### src/hw/cpu_bus_pkg.sv
// Purpose: Constants and types for the internal bus decoder
// Assumes: 16-bit address space, big-endian word lanes
// Notes: Variant sizes are module parameters
package cpu_bus_pkg;
    // Address map
    localparam logic [15:0] VEC_END = 16'h0029;
    localparam logic [15:0] ROM_END_DEF = 16'h7fff;
    localparam logic [15:0] LCD_BASE0 = 16'hf740;
    localparam logic [15:0] LCD_LAST = 16'h003f;
    localparam logic [15:0] RAM_START_1K = 16'hfb80;
    localparam logic [15:0] RAM_START_2K = 16'hf780;
    localparam logic [15:0] RAM_END = 16'hff7f;
    localparam logic [15:0] RAM_GAP_LO = 16'hfb80;
    localparam logic [15:0] RAM_GAP_HI = 16'hfd7f;
    localparam logic [15:0] SDB_START = 16'hff80;
    localparam logic [15:0] SDB_END = 16'hff9f;
    localparam logic [15:0] IO_START = 16'hffa0;
    localparam logic [15:0] SLOW_LO = 16'hffa8;
    localparam logic [15:0] SLOW_HI = 16'hffad;
    localparam logic [15:0] PLACE_ADDR = 16'hffcf;
    // Placement register layout
    localparam int PLACE_SEL_W = 2;
    localparam logic [5:0] PLACE_RSV = 6'h3f;
    localparam logic [1:0] PLACE_RST = 2'h0;
    // Data filler for undefined bytes
    localparam logic [7:0] UNDEF_BYTE = 8'hff;
    // Exception push offsets from the stack pointer
    localparam logic [15:0] PUSH_PC_OFS = 16'h0002;
    localparam logic [15:0] PUSH_FLAGS_OFS = 16'h0004;
    // State timing
    localparam int SYS_CLK_HZ = 20_000_000;
    localparam int SUB_CLK_HZ = 32_768;
    localparam int MED_DIV_DEF = 8;
    localparam int SUB_DIV_DEF = SYS_CLK_HZ / SUB_CLK_HZ;
    localparam int DIV_W = 10;

    typedef enum logic [2:0] {
        MODE_HIGH = 3'b000,
        MODE_MED = 3'b001,
        MODE_SUB = 3'b010,
        MODE_SLEEP = 3'b011,
        MODE_STANDBY = 3'b100,
        MODE_WATCH = 3'b101,
        MODE_SUBSLEEP = 3'b110
    } cpu_mode_t;

    typedef enum logic [2:0] {
        REG_NONE = 3'b000,
        REG_VEC = 3'b001,
        REG_ROM = 3'b010,
        REG_LCD = 3'b011,
        REG_RAM = 3'b100,
        REG_SDB = 3'b101,
        REG_IO = 3'b110,
        REG_PLACE = 3'b111
    } region_t;

    typedef struct packed {
        logic [15:0] addr;
        logic [15:0] wdata;
        logic word;
        logic write;
        logic read;
    } cpu_req_t;

    typedef struct packed {
        region_t sel;
        logic [15:0] addr;
        logic [15:0] wdata;
        logic [1:0] be;
        logic we;
        logic re;
    } mem_req_t;

    typedef struct packed {
        logic [15:0] rom;
        logic [15:0] ram;
        logic [15:0] lcd;
        logic [7:0] io;
    } rd_data_t;
endpackage : cpu_bus_pkg

### src/hw/cpu_internal_bus_decoder.sv
// Purpose: Internal bus cycle timing and address decode
// Assumes: One CPU request at a time, strobes one cycle long
// Notes: Halt modes stop the state enable
// Behaviour
// RULE1 - State is one active clock period; cycles 2/3
// RULE2 - ROM/RAM: two states, 16-bit, byte or word
// RULE3 - Peripherals are 8-bit, byte transfers only
// RULE4 - Registers FFA8 to FFAD take three states
// RULE5 - Serial buffer FF80-FF9F, byte, two states
// RULE6 - LCD window F740 after reset, select zero
// RULE7 - Select moves window base in 200h steps
// RULE8 - Placement bits 7..2 read one, unwritable
// RULE9 - 1K RAM, code 11 hides FB80-FD7F
// RULE10 - 2K RAM, nonzero code hides overlapped RAM
// RULE11 - I/O word write keeps only upper byte
// RULE12 - I/O word read: byte high, low undefined
// RULE13 - Unmapped writes dropped, reads undefined
// RULE14 - ROM after vectors to variant end, two states
// RULE15 - RAM ends FF7F, start per variant size
// RULE16 - Active modes system clock, subactive subclock
// RULE17 - Four halt modes stop execution
// RULE18 - Interrupt entry pushes PC and flags
// RULE19 - Vector area is 0000 to 0029
// RULE20 - Three-state access holds CPU one more state
//
// Local design decision: the strobed register port.
`timescale 1ns/1ns
module cpu_internal_bus_decoder
    import cpu_bus_pkg::*;
#(
    parameter logic [15:0] ROM_END = ROM_END_DEF,
    parameter bit RAM_2K = 1'b0,
    parameter int MED_DIV = MED_DIV_DEF,
    parameter int SUB_DIV = SUB_DIV_DEF
) (
    input wire logic core_clk_in,
    input wire logic rstn_in,
    input wire cpu_mode_t cpu_mode_in,
    input wire cpu_req_t cpu_req_in,
    input wire logic exc_req_in,
    input wire logic [15:0] exc_sp_in,
    input wire logic [15:0] exc_pc_in,
    input wire logic [7:0] condition_code_flags_in,
    input wire rd_data_t mem_rd_in,
    output mem_req_t mem_req_out,
    output logic [15:0] cpu_rdata_out,
    output logic cpu_done_out,
    output logic cpu_busy_out,
    output logic exc_done_out,
    output logic state_tick_out,
    output logic halted_out,
    output logic [1:0] lcd_place_sel_out
);

    typedef enum logic [1:0] {
        ST_IDLE = 2'b00,
        ST_T1 = 2'b01,
        ST_T2 = 2'b10,
        ST_T3 = 2'b11
    } bus_state_t;

    logic [DIV_W-1:0] div_q;
    logic [DIV_W-1:0] div_lim;
    logic tick_q;
    logic busy_q;
    cpu_req_t pend_q;
    cpu_req_t acc_q;
    cpu_req_t nxt_req;
    region_t nxt_reg;
    region_t reg_q;
    bus_state_t fsm_q;
    logic slow_q;
    logic src_exc_q;
    logic [1:0] exc_step_q;
    logic [1:0] place_q;
    logic start;
    logic fin;
    logic [7:0] rd_byte;
    logic [15:0] rd_word;

    // Address decode against current window placement
    function automatic region_t decode(input logic [15:0] a, input logic [1:0] s);
        logic [15:0] lb;
        logic in_lcd;
        logic ram_ok;
        lb = LCD_BASE0 + {5'h00, s, 9'h000}; // RULE7
        in_lcd = (a >= lb) && (a <= lb + LCD_LAST);
        ram_ok = (a >= (RAM_2K ? RAM_START_2K : RAM_START_1K)) && (a <= RAM_END); // RULE15
        if (!RAM_2K && s == 2'b11 && a >= RAM_GAP_LO && a <= RAM_GAP_HI) begin
            ram_ok = 1'b0; // RULE9
        end
        if (a <= VEC_END) begin
            decode = REG_VEC; // RULE19
        end else if (a <= ROM_END) begin
            decode = REG_ROM; // RULE14
        end else if (in_lcd) begin
            decode = REG_LCD; // RULE10
        end else if (ram_ok) begin
            decode = REG_RAM;
        end else if (a >= SDB_START && a <= SDB_END) begin
            decode = REG_SDB; // RULE5
        end else if (a == PLACE_ADDR) begin
            decode = REG_PLACE;
        end else if (a >= IO_START) begin
            decode = REG_IO;
        end else begin
            decode = REG_NONE; // RULE13
        end
    endfunction : decode

    // State enable from the selected clock
    always_comb begin
        div_lim = (cpu_mode_in == MODE_MED) ? DIV_W'(MED_DIV - 1) : DIV_W'(SUB_DIV - 1);
    end

    always_ff @(posedge core_clk_in) begin
        if (!rstn_in) begin
            div_q <= '0;
            tick_q <= 1'b0;
            halted_out <= 1'b0;
        end else begin
            unique case (cpu_mode_in)
                MODE_HIGH: begin
                    div_q <= '0;
                    tick_q <= 1'b1; // RULE16
                    halted_out <= 1'b0;
                end
                MODE_MED, MODE_SUB: begin
                    halted_out <= 1'b0;
                    if (div_q >= div_lim) begin
                        div_q <= '0;
                        tick_q <= 1'b1; // RULE1
                    end else begin
                        div_q <= div_q + 1'b1;
                        tick_q <= 1'b0;
                    end
                end
                default: begin
                    div_q <= '0;
                    tick_q <= 1'b0; // RULE17
                    halted_out <= 1'b1;
                end
            endcase
        end
    end

    assign state_tick_out = tick_q;

    // Sequencing conditions
    always_comb begin
        start = tick_q && (fsm_q == ST_IDLE) && ((exc_step_q != 2'b00) || busy_q);
        fin = tick_q && (((fsm_q == ST_T2) && !slow_q) || (fsm_q == ST_T3)); // RULE1
    end

    // Next access, exception pushes first
    always_comb begin
        nxt_req = pend_q;
        if (exc_step_q == 2'b01) begin
            nxt_req.addr = exc_sp_in - PUSH_PC_OFS; // RULE18
            nxt_req.wdata = exc_pc_in;
            nxt_req.word = 1'b1;
            nxt_req.write = 1'b1;
            nxt_req.read = 1'b0;
        end else if (exc_step_q == 2'b10) begin
            nxt_req.addr = exc_sp_in - PUSH_FLAGS_OFS; // RULE18
            nxt_req.wdata = {condition_code_flags_in, 8'h00};
            nxt_req.word = 1'b1;
            nxt_req.write = 1'b1;
            nxt_req.read = 1'b0;
        end
        nxt_reg = decode(nxt_req.addr, place_q);
    end

    // CPU request capture
    always_ff @(posedge core_clk_in) begin
        if (!rstn_in) begin
            busy_q <= 1'b0;
            pend_q <= '0;
        end else if (!busy_q && (cpu_req_in.read || cpu_req_in.write)) begin
            busy_q <= 1'b1;
            pend_q <= cpu_req_in;
        end else if (fin && !src_exc_q) begin
            busy_q <= 1'b0;
        end
    end

    assign cpu_busy_out = busy_q; // RULE20

    // Exception push steps
    always_ff @(posedge core_clk_in) begin
        if (!rstn_in) begin
            exc_step_q <= 2'b00;
            exc_done_out <= 1'b0;
        end else begin
            exc_done_out <= 1'b0;
            if (exc_step_q == 2'b00 && exc_req_in && fsm_q == ST_IDLE) begin
                exc_step_q <= 2'b01;
            end else if (fin && src_exc_q) begin
                exc_step_q <= (exc_step_q == 2'b01) ? 2'b10 : 2'b00; // RULE18
                exc_done_out <= (exc_step_q == 2'b10);
            end
        end
    end

    // Bus cycle state machine and memory side request
    always_ff @(posedge core_clk_in) begin
        if (!rstn_in) begin
            fsm_q <= ST_IDLE;
            acc_q <= '0;
            reg_q <= REG_NONE;
            slow_q <= 1'b0;
            src_exc_q <= 1'b0;
            mem_req_out <= '0;
        end else if (start) begin
            fsm_q <= ST_T1;
            acc_q <= nxt_req;
            reg_q <= nxt_reg;
            src_exc_q <= (exc_step_q != 2'b00);
            slow_q <= (nxt_reg == REG_IO) && (nxt_req.addr >= SLOW_LO)
                && (nxt_req.addr <= SLOW_HI); // RULE4
            mem_req_out.sel <= nxt_reg;
            mem_req_out.addr <= nxt_req.addr;
            unique case (nxt_reg)
                REG_VEC, REG_ROM, REG_LCD, REG_RAM: begin
                    mem_req_out.we <= nxt_req.write && (nxt_reg == REG_LCD || nxt_reg == REG_RAM);
                    mem_req_out.re <= nxt_req.read; // RULE2
                    if (nxt_req.word) begin
                        mem_req_out.be <= 2'b11;
                        mem_req_out.wdata <= nxt_req.wdata;
                    end else begin
                        mem_req_out.be <= nxt_req.addr[0] ? 2'b01 : 2'b10;
                        mem_req_out.wdata <= {nxt_req.wdata[7:0], nxt_req.wdata[7:0]};
                    end
                end
                REG_SDB, REG_IO: begin
                    mem_req_out.we <= nxt_req.write;
                    mem_req_out.re <= nxt_req.read;
                    mem_req_out.be <= 2'b01; // RULE3
                    mem_req_out.wdata <= {8'h00,
                        nxt_req.word ? nxt_req.wdata[15:8] : nxt_req.wdata[7:0]}; // RULE11
                end
                default: begin
                    mem_req_out.we <= 1'b0; // RULE13
                    mem_req_out.re <= 1'b0;
                    mem_req_out.be <= 2'b00;
                    mem_req_out.wdata <= 16'h0000;
                end
            endcase
        end else if (tick_q) begin
            unique case (fsm_q)
                ST_IDLE: fsm_q <= ST_IDLE;
                ST_T1: fsm_q <= ST_T2;
                ST_T2: begin
                    if (slow_q) begin
                        fsm_q <= ST_T3; // RULE20
                    end else begin
                        fsm_q <= ST_IDLE;
                        mem_req_out <= '0;
                    end
                end
                ST_T3: begin
                    fsm_q <= ST_IDLE;
                    mem_req_out <= '0;
                end
            endcase
        end
    end

    // Byte and word data returned to the CPU
    always_comb begin
        unique case (reg_q)
            REG_VEC, REG_ROM: rd_word = mem_rd_in.rom;
            REG_RAM: rd_word = mem_rd_in.ram;
            REG_LCD: rd_word = mem_rd_in.lcd;
            default: rd_word = {UNDEF_BYTE, UNDEF_BYTE};
        endcase
        unique case (reg_q)
            REG_SDB, REG_IO: rd_byte = mem_rd_in.io;
            REG_PLACE: rd_byte = {PLACE_RSV, place_q}; // RULE8
            default: rd_byte = UNDEF_BYTE;
        endcase
    end

    always_ff @(posedge core_clk_in) begin
        if (!rstn_in) begin
            cpu_rdata_out <= 16'h0000;
            cpu_done_out <= 1'b0;
        end else begin
            cpu_done_out <= fin && !src_exc_q;
            if (fin && !src_exc_q && acc_q.read) begin
                unique case (reg_q)
                    REG_VEC, REG_ROM, REG_LCD, REG_RAM: begin
                        if (acc_q.word) begin
                            cpu_rdata_out <= rd_word; // RULE2
                        end else begin
                            cpu_rdata_out <= {8'h00,
                                acc_q.addr[0] ? rd_word[7:0] : rd_word[15:8]};
                        end
                    end
                    REG_NONE: cpu_rdata_out <= {UNDEF_BYTE, UNDEF_BYTE}; // RULE13
                    default: begin
                        if (acc_q.word) begin
                            cpu_rdata_out <= {rd_byte, UNDEF_BYTE}; // RULE12
                        end else begin
                            cpu_rdata_out <= {8'h00, rd_byte};
                        end
                    end
                endcase
            end
        end
    end

    // LCD window placement register
    always_ff @(posedge core_clk_in) begin
        if (!rstn_in) begin
            place_q <= PLACE_RST; // RULE6
        end else if (fin && reg_q == REG_PLACE && acc_q.write) begin
            place_q <= acc_q.word ? acc_q.wdata[9:8] : acc_q.wdata[PLACE_SEL_W-1:0]; // RULE11
        end
    end

    assign lcd_place_sel_out = place_q;

endmodule : cpu_internal_bus_decoder

### config.mk
export PLATFORM = sky130hd
export DESIGN_NAME = cpu_internal_bus_decoder
export DESIGN_NICKNAME = d
export VERILOG_FILES = /design/src/hw/cpu_bus_pkg.sv /design/src/hw/cpu_internal_bus_decoder.sv
export SDC_FILE = /design/constraint.sdc
export NUM_CORES = 1
export LEC_CHECK = 0
export BUFFER_PORTS_ARGS = -buffer_cell sky130_fd_sc_hd__buf_2
export CAP_MARGIN = 20
export CORE_MARGIN = 4
export CORE_UTILIZATION = 49
export CTS_BUF_LIST = sky130_fd_sc_hd__clkbuf_8
export CTS_CLUSTER_DIAMETER = 50
export DETAILED_ROUTE_END_ITERATION = 12
export PLACE_DENSITY = 0.84
export SLEW_MARGIN = 10
export SYNTH_ARGS = -nofsm -noshare
export SYNTH_HDL_FRONTEND = slang
export SYNTH_SLANG_ARGS = --single-unit
### constraint.sdc
create_clock -name core_clk_in -period 2.95 [get_ports core_clk_in]
set_input_delay 0 -clock core_clk_in [delete_from_list [all_inputs] [get_ports core_clk_in]]
set_output_delay 0 -clock core_clk_in [all_outputs]
set_load 0.005 [all_outputs]
; After elaboration in Yosys (flattened, before gate mapping)
; Cells that the tools add are included.
[classes]
n_reduce_logical = 49
add_sub_neg = 5
n_div = 0
n_lt_le_gt_ge = 13
mul = 0
muxes = 38
bitwise_logic = 3
n_eq_ne = 23
n_shift = 0
[op_table]
columns = op, n
row1 = two-way mux 39 bit, 3
row2 = one-hot mux 39 bit (2 select lines), 1
row3 = two-way mux 35 bit, 2
row4 = greater-or-equal comparator 16 bit (second input constant), 4
row5 = <= comparator 16 bit (second input constant), 4
row6 = one-hot mux 16 bit (3 select lines), 1
row7 = one-hot mux 20 bit (2 select lines), 1
row8 = two-way mux 16 bit, 2
row9 = one-hot mux 16 bit (2 select lines), 1
row10 = == test 3 bit (second input constant), 7
row11 = two-way mux 3 bit, 7
row12 = logical AND 1 bit, 20
row13 = two-way mux 18 bit, 1
row14 = == test 16 bit (second input constant), 1
row15 = greater-or-equal comparator 16 bit, 1
row16 = <= comparator 16 x 15 -> 1 bit (second input constant), 1
row17 = <= comparator 16 bit, 1
row18 = <= comparator 16 x 6 -> 1 bit (second input constant), 1
row19 = two-way mux 8 bit, 2
row20 = one-hot mux 8 bit (2 select lines), 1
row21 = subtractor 16 x 2 -> 16 bit (second input constant), 1
row22 = subtractor 16 x 3 -> 16 bit (second input constant), 1
row23 = adder 14 x 7 -> 15 bit (second input constant), 1
row24 = == test 3 x 2 -> 1 bit (second input constant), 5
row25 = 23 further kinds, 61
[totals]
ram_bits = 0
inputBits = 137
wordCells = 162
latch_bits = 0
n_memories = 0
reg_bits = 130
out_inout_bits = 62
romBits = 0

; Logic depth before layout (Yosys ltp)
[depth]
ltp_word = 16
depth_mapped = 16
mapped_depth_nobuf = 14

; Least setup slack after synthesis
; No wires, ideal clock.
[synth_timing]
path_type = register to register
start = register exc_step_q[0]
end = register mem_req_out[12] (netlist bit)
path_stages_with_launch = 16
synth_period_minus_slack_ns = 3.081
n_path_buf = 4
slack_ns = -0.131
required_ns = 2.833
setup_ns = 0.117
t_arrival_ns = 2.963
path_cell_list = dfxtp_1 -> buf_4 -> nor2b_1 -> buf_2 -> buf_2 -> nand3_1 -> a21oi_1 -> nor4_4 -> ha_1 -> a21oi_1 -> a41oi_2 -> nor4b_4 -> a211oi_2 -> a21o_1 -> buf_6 -> a32o_1
[synth_via]
elab_chain_len = 15
elab_cells_between_ends = 46
cone_classes = 10 x order compare / 10 x eq/ne / 13 x mux / 13 x reduce/logical
[synth_lines]
columns = item, line
row1 = from (decl), cpu_internal_bus_decoder.sv:74  ; logic [1:0] exc_step_q;
row2 = from (signal assigned), cpu_internal_bus_decoder.sv:199  ; exc_step_q <= (exc_step_q == 2'b01) ? 2'b10 : 2'b00;
row3 = == test 2 bit, cpu_internal_bus_decoder.sv:164  ; end else if (exc_step_q == 2'b10) begin
row4 = two-way mux 35 bit, cpu_internal_bus_decoder.sv:164
row5 = two-way mux 35 bit, cpu_internal_bus_decoder.sv:158  ; if (exc_step_q == 2'b01) begin
row6 = greater-or-equal comparator 16 bit (on tied branches), "cpu_internal_bus_decoder.sv:104, cpu_internal_bus_decoder.sv:88, cpu_internal_bus_decoder.sv:89"
row7 = two-way mux 3 bit / logical AND 1 bit (equally long branches), "cpu_internal_bus_decoder.sv:104, cpu_internal_bus_decoder.sv:89"
row8 = two-way mux 3 bit / logical AND 1 bit (equally long branches), "cpu_internal_bus_decoder.sv:102, cpu_internal_bus_decoder.sv:89"
row9 = two-way mux 3 bit / two-way mux 1 bit (equally long branches), "cpu_internal_bus_decoder.sv:100, cpu_internal_bus_decoder.sv:89"
row10 = two-way mux 3 bit, cpu_internal_bus_decoder.sv:98  ; end else if (ram_ok) begin
row11 = two-way mux 3 bit, cpu_internal_bus_decoder.sv:96  ; end else if (in_lcd) begin
row12 = two-way mux 3 bit, cpu_internal_bus_decoder.sv:94  ; end else if (a <= ROM_END) begin
row13 = two-way mux 3 bit, cpu_internal_bus_decoder.sv:92  ; if (a <= VEC_END) begin
row14 = == test 3 x 2 -> 1 bit (tied with other cells), cpu_internal_bus_decoder.sv:223  ; unique case (nxt_reg)
row15 = OR reduction 4 bit / OR reduction 2 bit (equally long branches), cpu_internal_bus_decoder.sv:223
row16 = one-hot mux 20 bit (2 select lines), cpu_internal_bus_decoder.sv:223
row17 = two-way mux 39 bit, cpu_internal_bus_decoder.sv:214  ; end else if (start) begin
row18 = to (decl), cpu_internal_bus_decoder.sv:45  ; output mem_req_t mem_req_out,
; Several ways; a longest one is shown, not always the timed one.
; A chain may end at the register's enable or synchronous reset.

; Final worst setup path
[layout_timing]
start = register exc_step_q[1]
end = register mem_req_out[3] (netlist bit)
; The elaborated chain is that of the path after synthesis.

==> reports/metrics.cfg <==
[clock_tree]
clkTransAtPathRegs_ns=0.08
clk_latency_ns=0.47
cts_tree=done
cts_buffer_depth=2
h-tree-depth=4
numCtsBuffers=17
cts-root-buf=clkbuf_8
clkSinkCount=124

[sta]
period_share_pct=99.5
tightest_slew_ns=0.762
relSlewSlack_pct=49.0
min_period_ns=2.93
slew_viol_final=0
rsz0062_at_grt=yes
fmax_ghz=0.341
clock_skew_ns=0.0214
setup_tns_ns=0
setup_viol=0
hold_viol_final=0

[setup_path]
critPathLaunchType=flop
path_max_fanout=7
rr_endpoint=mem_req_out[3]
crit_required_ns=3.30
reg2reg_from=exc_step_q[1]
path_class=reg -> reg
reg2regPathDepth=13
ff2ff_setup_slack_ns=0.02
end_kind=flop
cp_data_arrival_time_ns=3.29

[global_route]
grt_usage_pct=30.4
grt_overflow=0
grt_max_degree=46
grt_pass1_wl_mm=39.6
grt_pass1_vias=7983
antenna_found_initial=0

[synth]
syn-cell-area_mm2=0.00697
synth_top_family_by_area=compound AO/OA/AOI/OAI gates
synth_mux_area_share_pct=1.90
synth_fp_nets=1010
ys_seq_area_share_pct=35.6
async_flop_share_pct=0
yosys.area_share.simple_pct=20.9
synth_edf_count=0
postSynthAreaPerCell_um2=8.14
synth_compound_area_share_pct=29.3
synth_xor_area_share_pct=3.25
yosys_warnings=0
synth.distinct_cells=79
synth_cells=857
synth_adder_area_share_pct=3.88
synth_top_flop_cell=dfxtp_1
ys_ff_latch=124

[run_status]
status=finished, final reports clean

[detailed_routing]
drc=0
drtIter0Drc=998
vias_per_cell=6.15
wl_per_cell_um=19.2
drt.antenna.violating_nets=0
via_count=8271
drt_first_pass_iters=6
routed_wl_mm=25.8

[power_and_ir_drop]
intPower_w=0.00309
seq_power_share_pct=40.8
combPwrFrac_pct=19.2
p_clk_share_pct=40.0
static-leakage-power_nw=4.15
switching_share_pct=28.9
power_density_mw_per_mm2=444
vdd_drop_max_mv=0.417
p_sw_w=0.00125
fin_total_pwr_w=0.00434

[floorplanning]
rows=43
die_area_mm2=0.0162
die_x_um=127
die-height_um=127
core_mm2=0.0139
pin_count=199
initial_core_util_pct=50.0

[final_layout]
fin_cells=1344
postLayoutCellArea_mm2=0.00978
nets=1304
drive_above_1_share_pct=32.1
diodes=0
syn_to_final_growth_pct=40.2
fillers=1040
utilization_pct=70.2

[place]
io_buffers=198
dp.cells=1238
placed_area_mm2=0.00842
hpwl_mm=17.2
gp_congestion=0.993

[job]
maxCapViolCount=0

[min_path]
min_from=mem_rd_in[37]
hold_depth=5
hold_class=in -> reg
hold_path_end=cpu_rdata_out[13]

cell usage after synthesis, drive strengths merged (10+ instances only):
library cell	number	area (um2)
a21boi	33	248
a22o	23	201
clkbuf	44	165
nand3	18	95.1
nor2b	11	68.8
o22ai	12	75.1
ha	16	200
xnor2	14	123
nor2	72	270
o21ai	43	215
xor2	11	104
a21oi	59	299
inv	19	71.3
a31oi	11	68.8
a22oi	23	173
a211oi	16	135
buf	19	125
nand2	140	526
dfxtp	124	2480
mux2	10	113
power by group through the flow:
stage,Clock [W],Combinational [W],Sequential [W]
floorplan,0,0.000412,0.00178
global placement,0,0.000673,0.00180
detailed placement,0,0.000687,0.00181
CTS,0.00172,0.000746,0.00177
global route,0.00181,0.000900,0.00177
finish,0.00174,0.000832,0.00177
per-layer routing:
metal | part of all wire [%] | global-route usage, %
met5 | 0 | 0
met3 | 9.2 | 6.56
met2 | 48 | 51.5
met4 | 4.8 | 14.0
met1 | 38 | 36.9
logic make-up (layout without fill, tap and decap cells):
| group | after synthesis | in the layout |
|---|---|---|
| AO/OA/AOI/OAI | 288 | 289 |
| XOR/XNOR | 25 | 25 |
| adder cells (fa/ha/maj) | 23 | 23 |
| buffers and inverters | 82 | 388 |
| multiplexers | 12 | 12 |
| AND/OR/NAND/NOR | 303 | 303 |
| flip-flops | 124 | 124 |
sequential cells by signal, indices dropped and copies added (netlist names):
signal	count
mem_req_out	39
pend_q	35
cpu_rdata_out	16
div_q	10
acc_q	8
reg_q	3
exc_step_q	2
fsm_q	2
lcd_place_sel_out	2
cpu_busy_out	1
cpu_done_out	1
exc_done_out	1
halted_out	1
slow_q	1
src_exc_q	1
state_tick_out	1
worst max-delay path by stage:
stage / from / endpoint / slack, ns / cells past startpoint
floorplan: exc_step_q[0] / mem_req_out[12] / -0.09 / 15
global placement: exc_step_q[0] / mem_req_out[3] / 0.04 / 11
detailed placement: exc_step_q[0] / mem_req_out[12] / -0.09 / 11
CTS: cpu_mode_in[2] / state_tick_out / 0.04 / 13
global route: exc_step_q[0] / mem_req_out[4] / -0.12 / 12
finish: exc_step_q[1] / mem_req_out[3] / 0.02 / 13
placed cells by master (no fill, tap or decap), types with 4 or more instances in the layout:
cell type      instances
buf_2                198
nand2_1              140
o22ai_1               12
xnor2_1               13
buf_4                 73
nor2_1                70
o21ai_0               40
nor2b_1                9
a31oi_1               11
and4_1                 4
a32oi_1                4
nor3_1                 6
a21oi_1               53
o221ai_1               7
a22o_1                23
o211ai_1               4
clkbuf_8              20
nand3_1               15
and3_1                 4
a222oi_1               7
a21boi_0              32
dfxtp_1              121
bufinv_16              4
a211oi_1              12
nand4_1                9
a21o_1                 4
o31ai_2                6
dlygate4sd3_1         62
ha_1                  13
a22oi_1               23
nand2b_1               4
nor4_1                 6
maj3_1                 7
xor2_1                10
and2_1                 4
mux2_2                10
inv_1                 18
cell type report:
type,instances,area (um2),area share [%]
clock buffer,20,275,2.82
clock inverter,12,183,1.87
inverter,19,71.3,0.730
multi-input combinational,652,4320,44.2
sequential,124,2490,25.5
tap,180,225,2.30
timing repair buffer,337,2210,22.6
through the flow:
step | setup WS (ns) | hold WS [ns]
after floorplan | -0.0891 | 0.0774
after detailed placement | -0.0921 | 0.215
after CTS | 0.0394 | 0.00433
after global placement | 0.0395 | 0.206
after global routing | -0.116 | 0.0358
final | 0.0162 | 0.0159
critical path, cell delays in order, from the launching register on:
cell and delay, ns:
dfxtp_4 0.37, buf_6 0.14, nand2b_2 0.23, nor3b_2 0.28, a211oi_2 0.09, ha_1 0.19, a21o_1 0.18, a21oi_2 0.14
a41oi_2 0.06, nor4b_4 0.39, buf_4 0.18, a211oi_4 0.06, a21o_4 0.26, a32o_1 0.24
timing repair:
item | CTS | global route
endpoints found under the hold margin | 56 | 0
pin swaps | 1 | 21
endpoints found under the setup margin | 18 | 26
buffers inserted | 0 | 12
hold buffers | 62 | 0
resized for setup | 2 | 40
cloned | 0 | 1
Power figures use the tool's default switching activity.
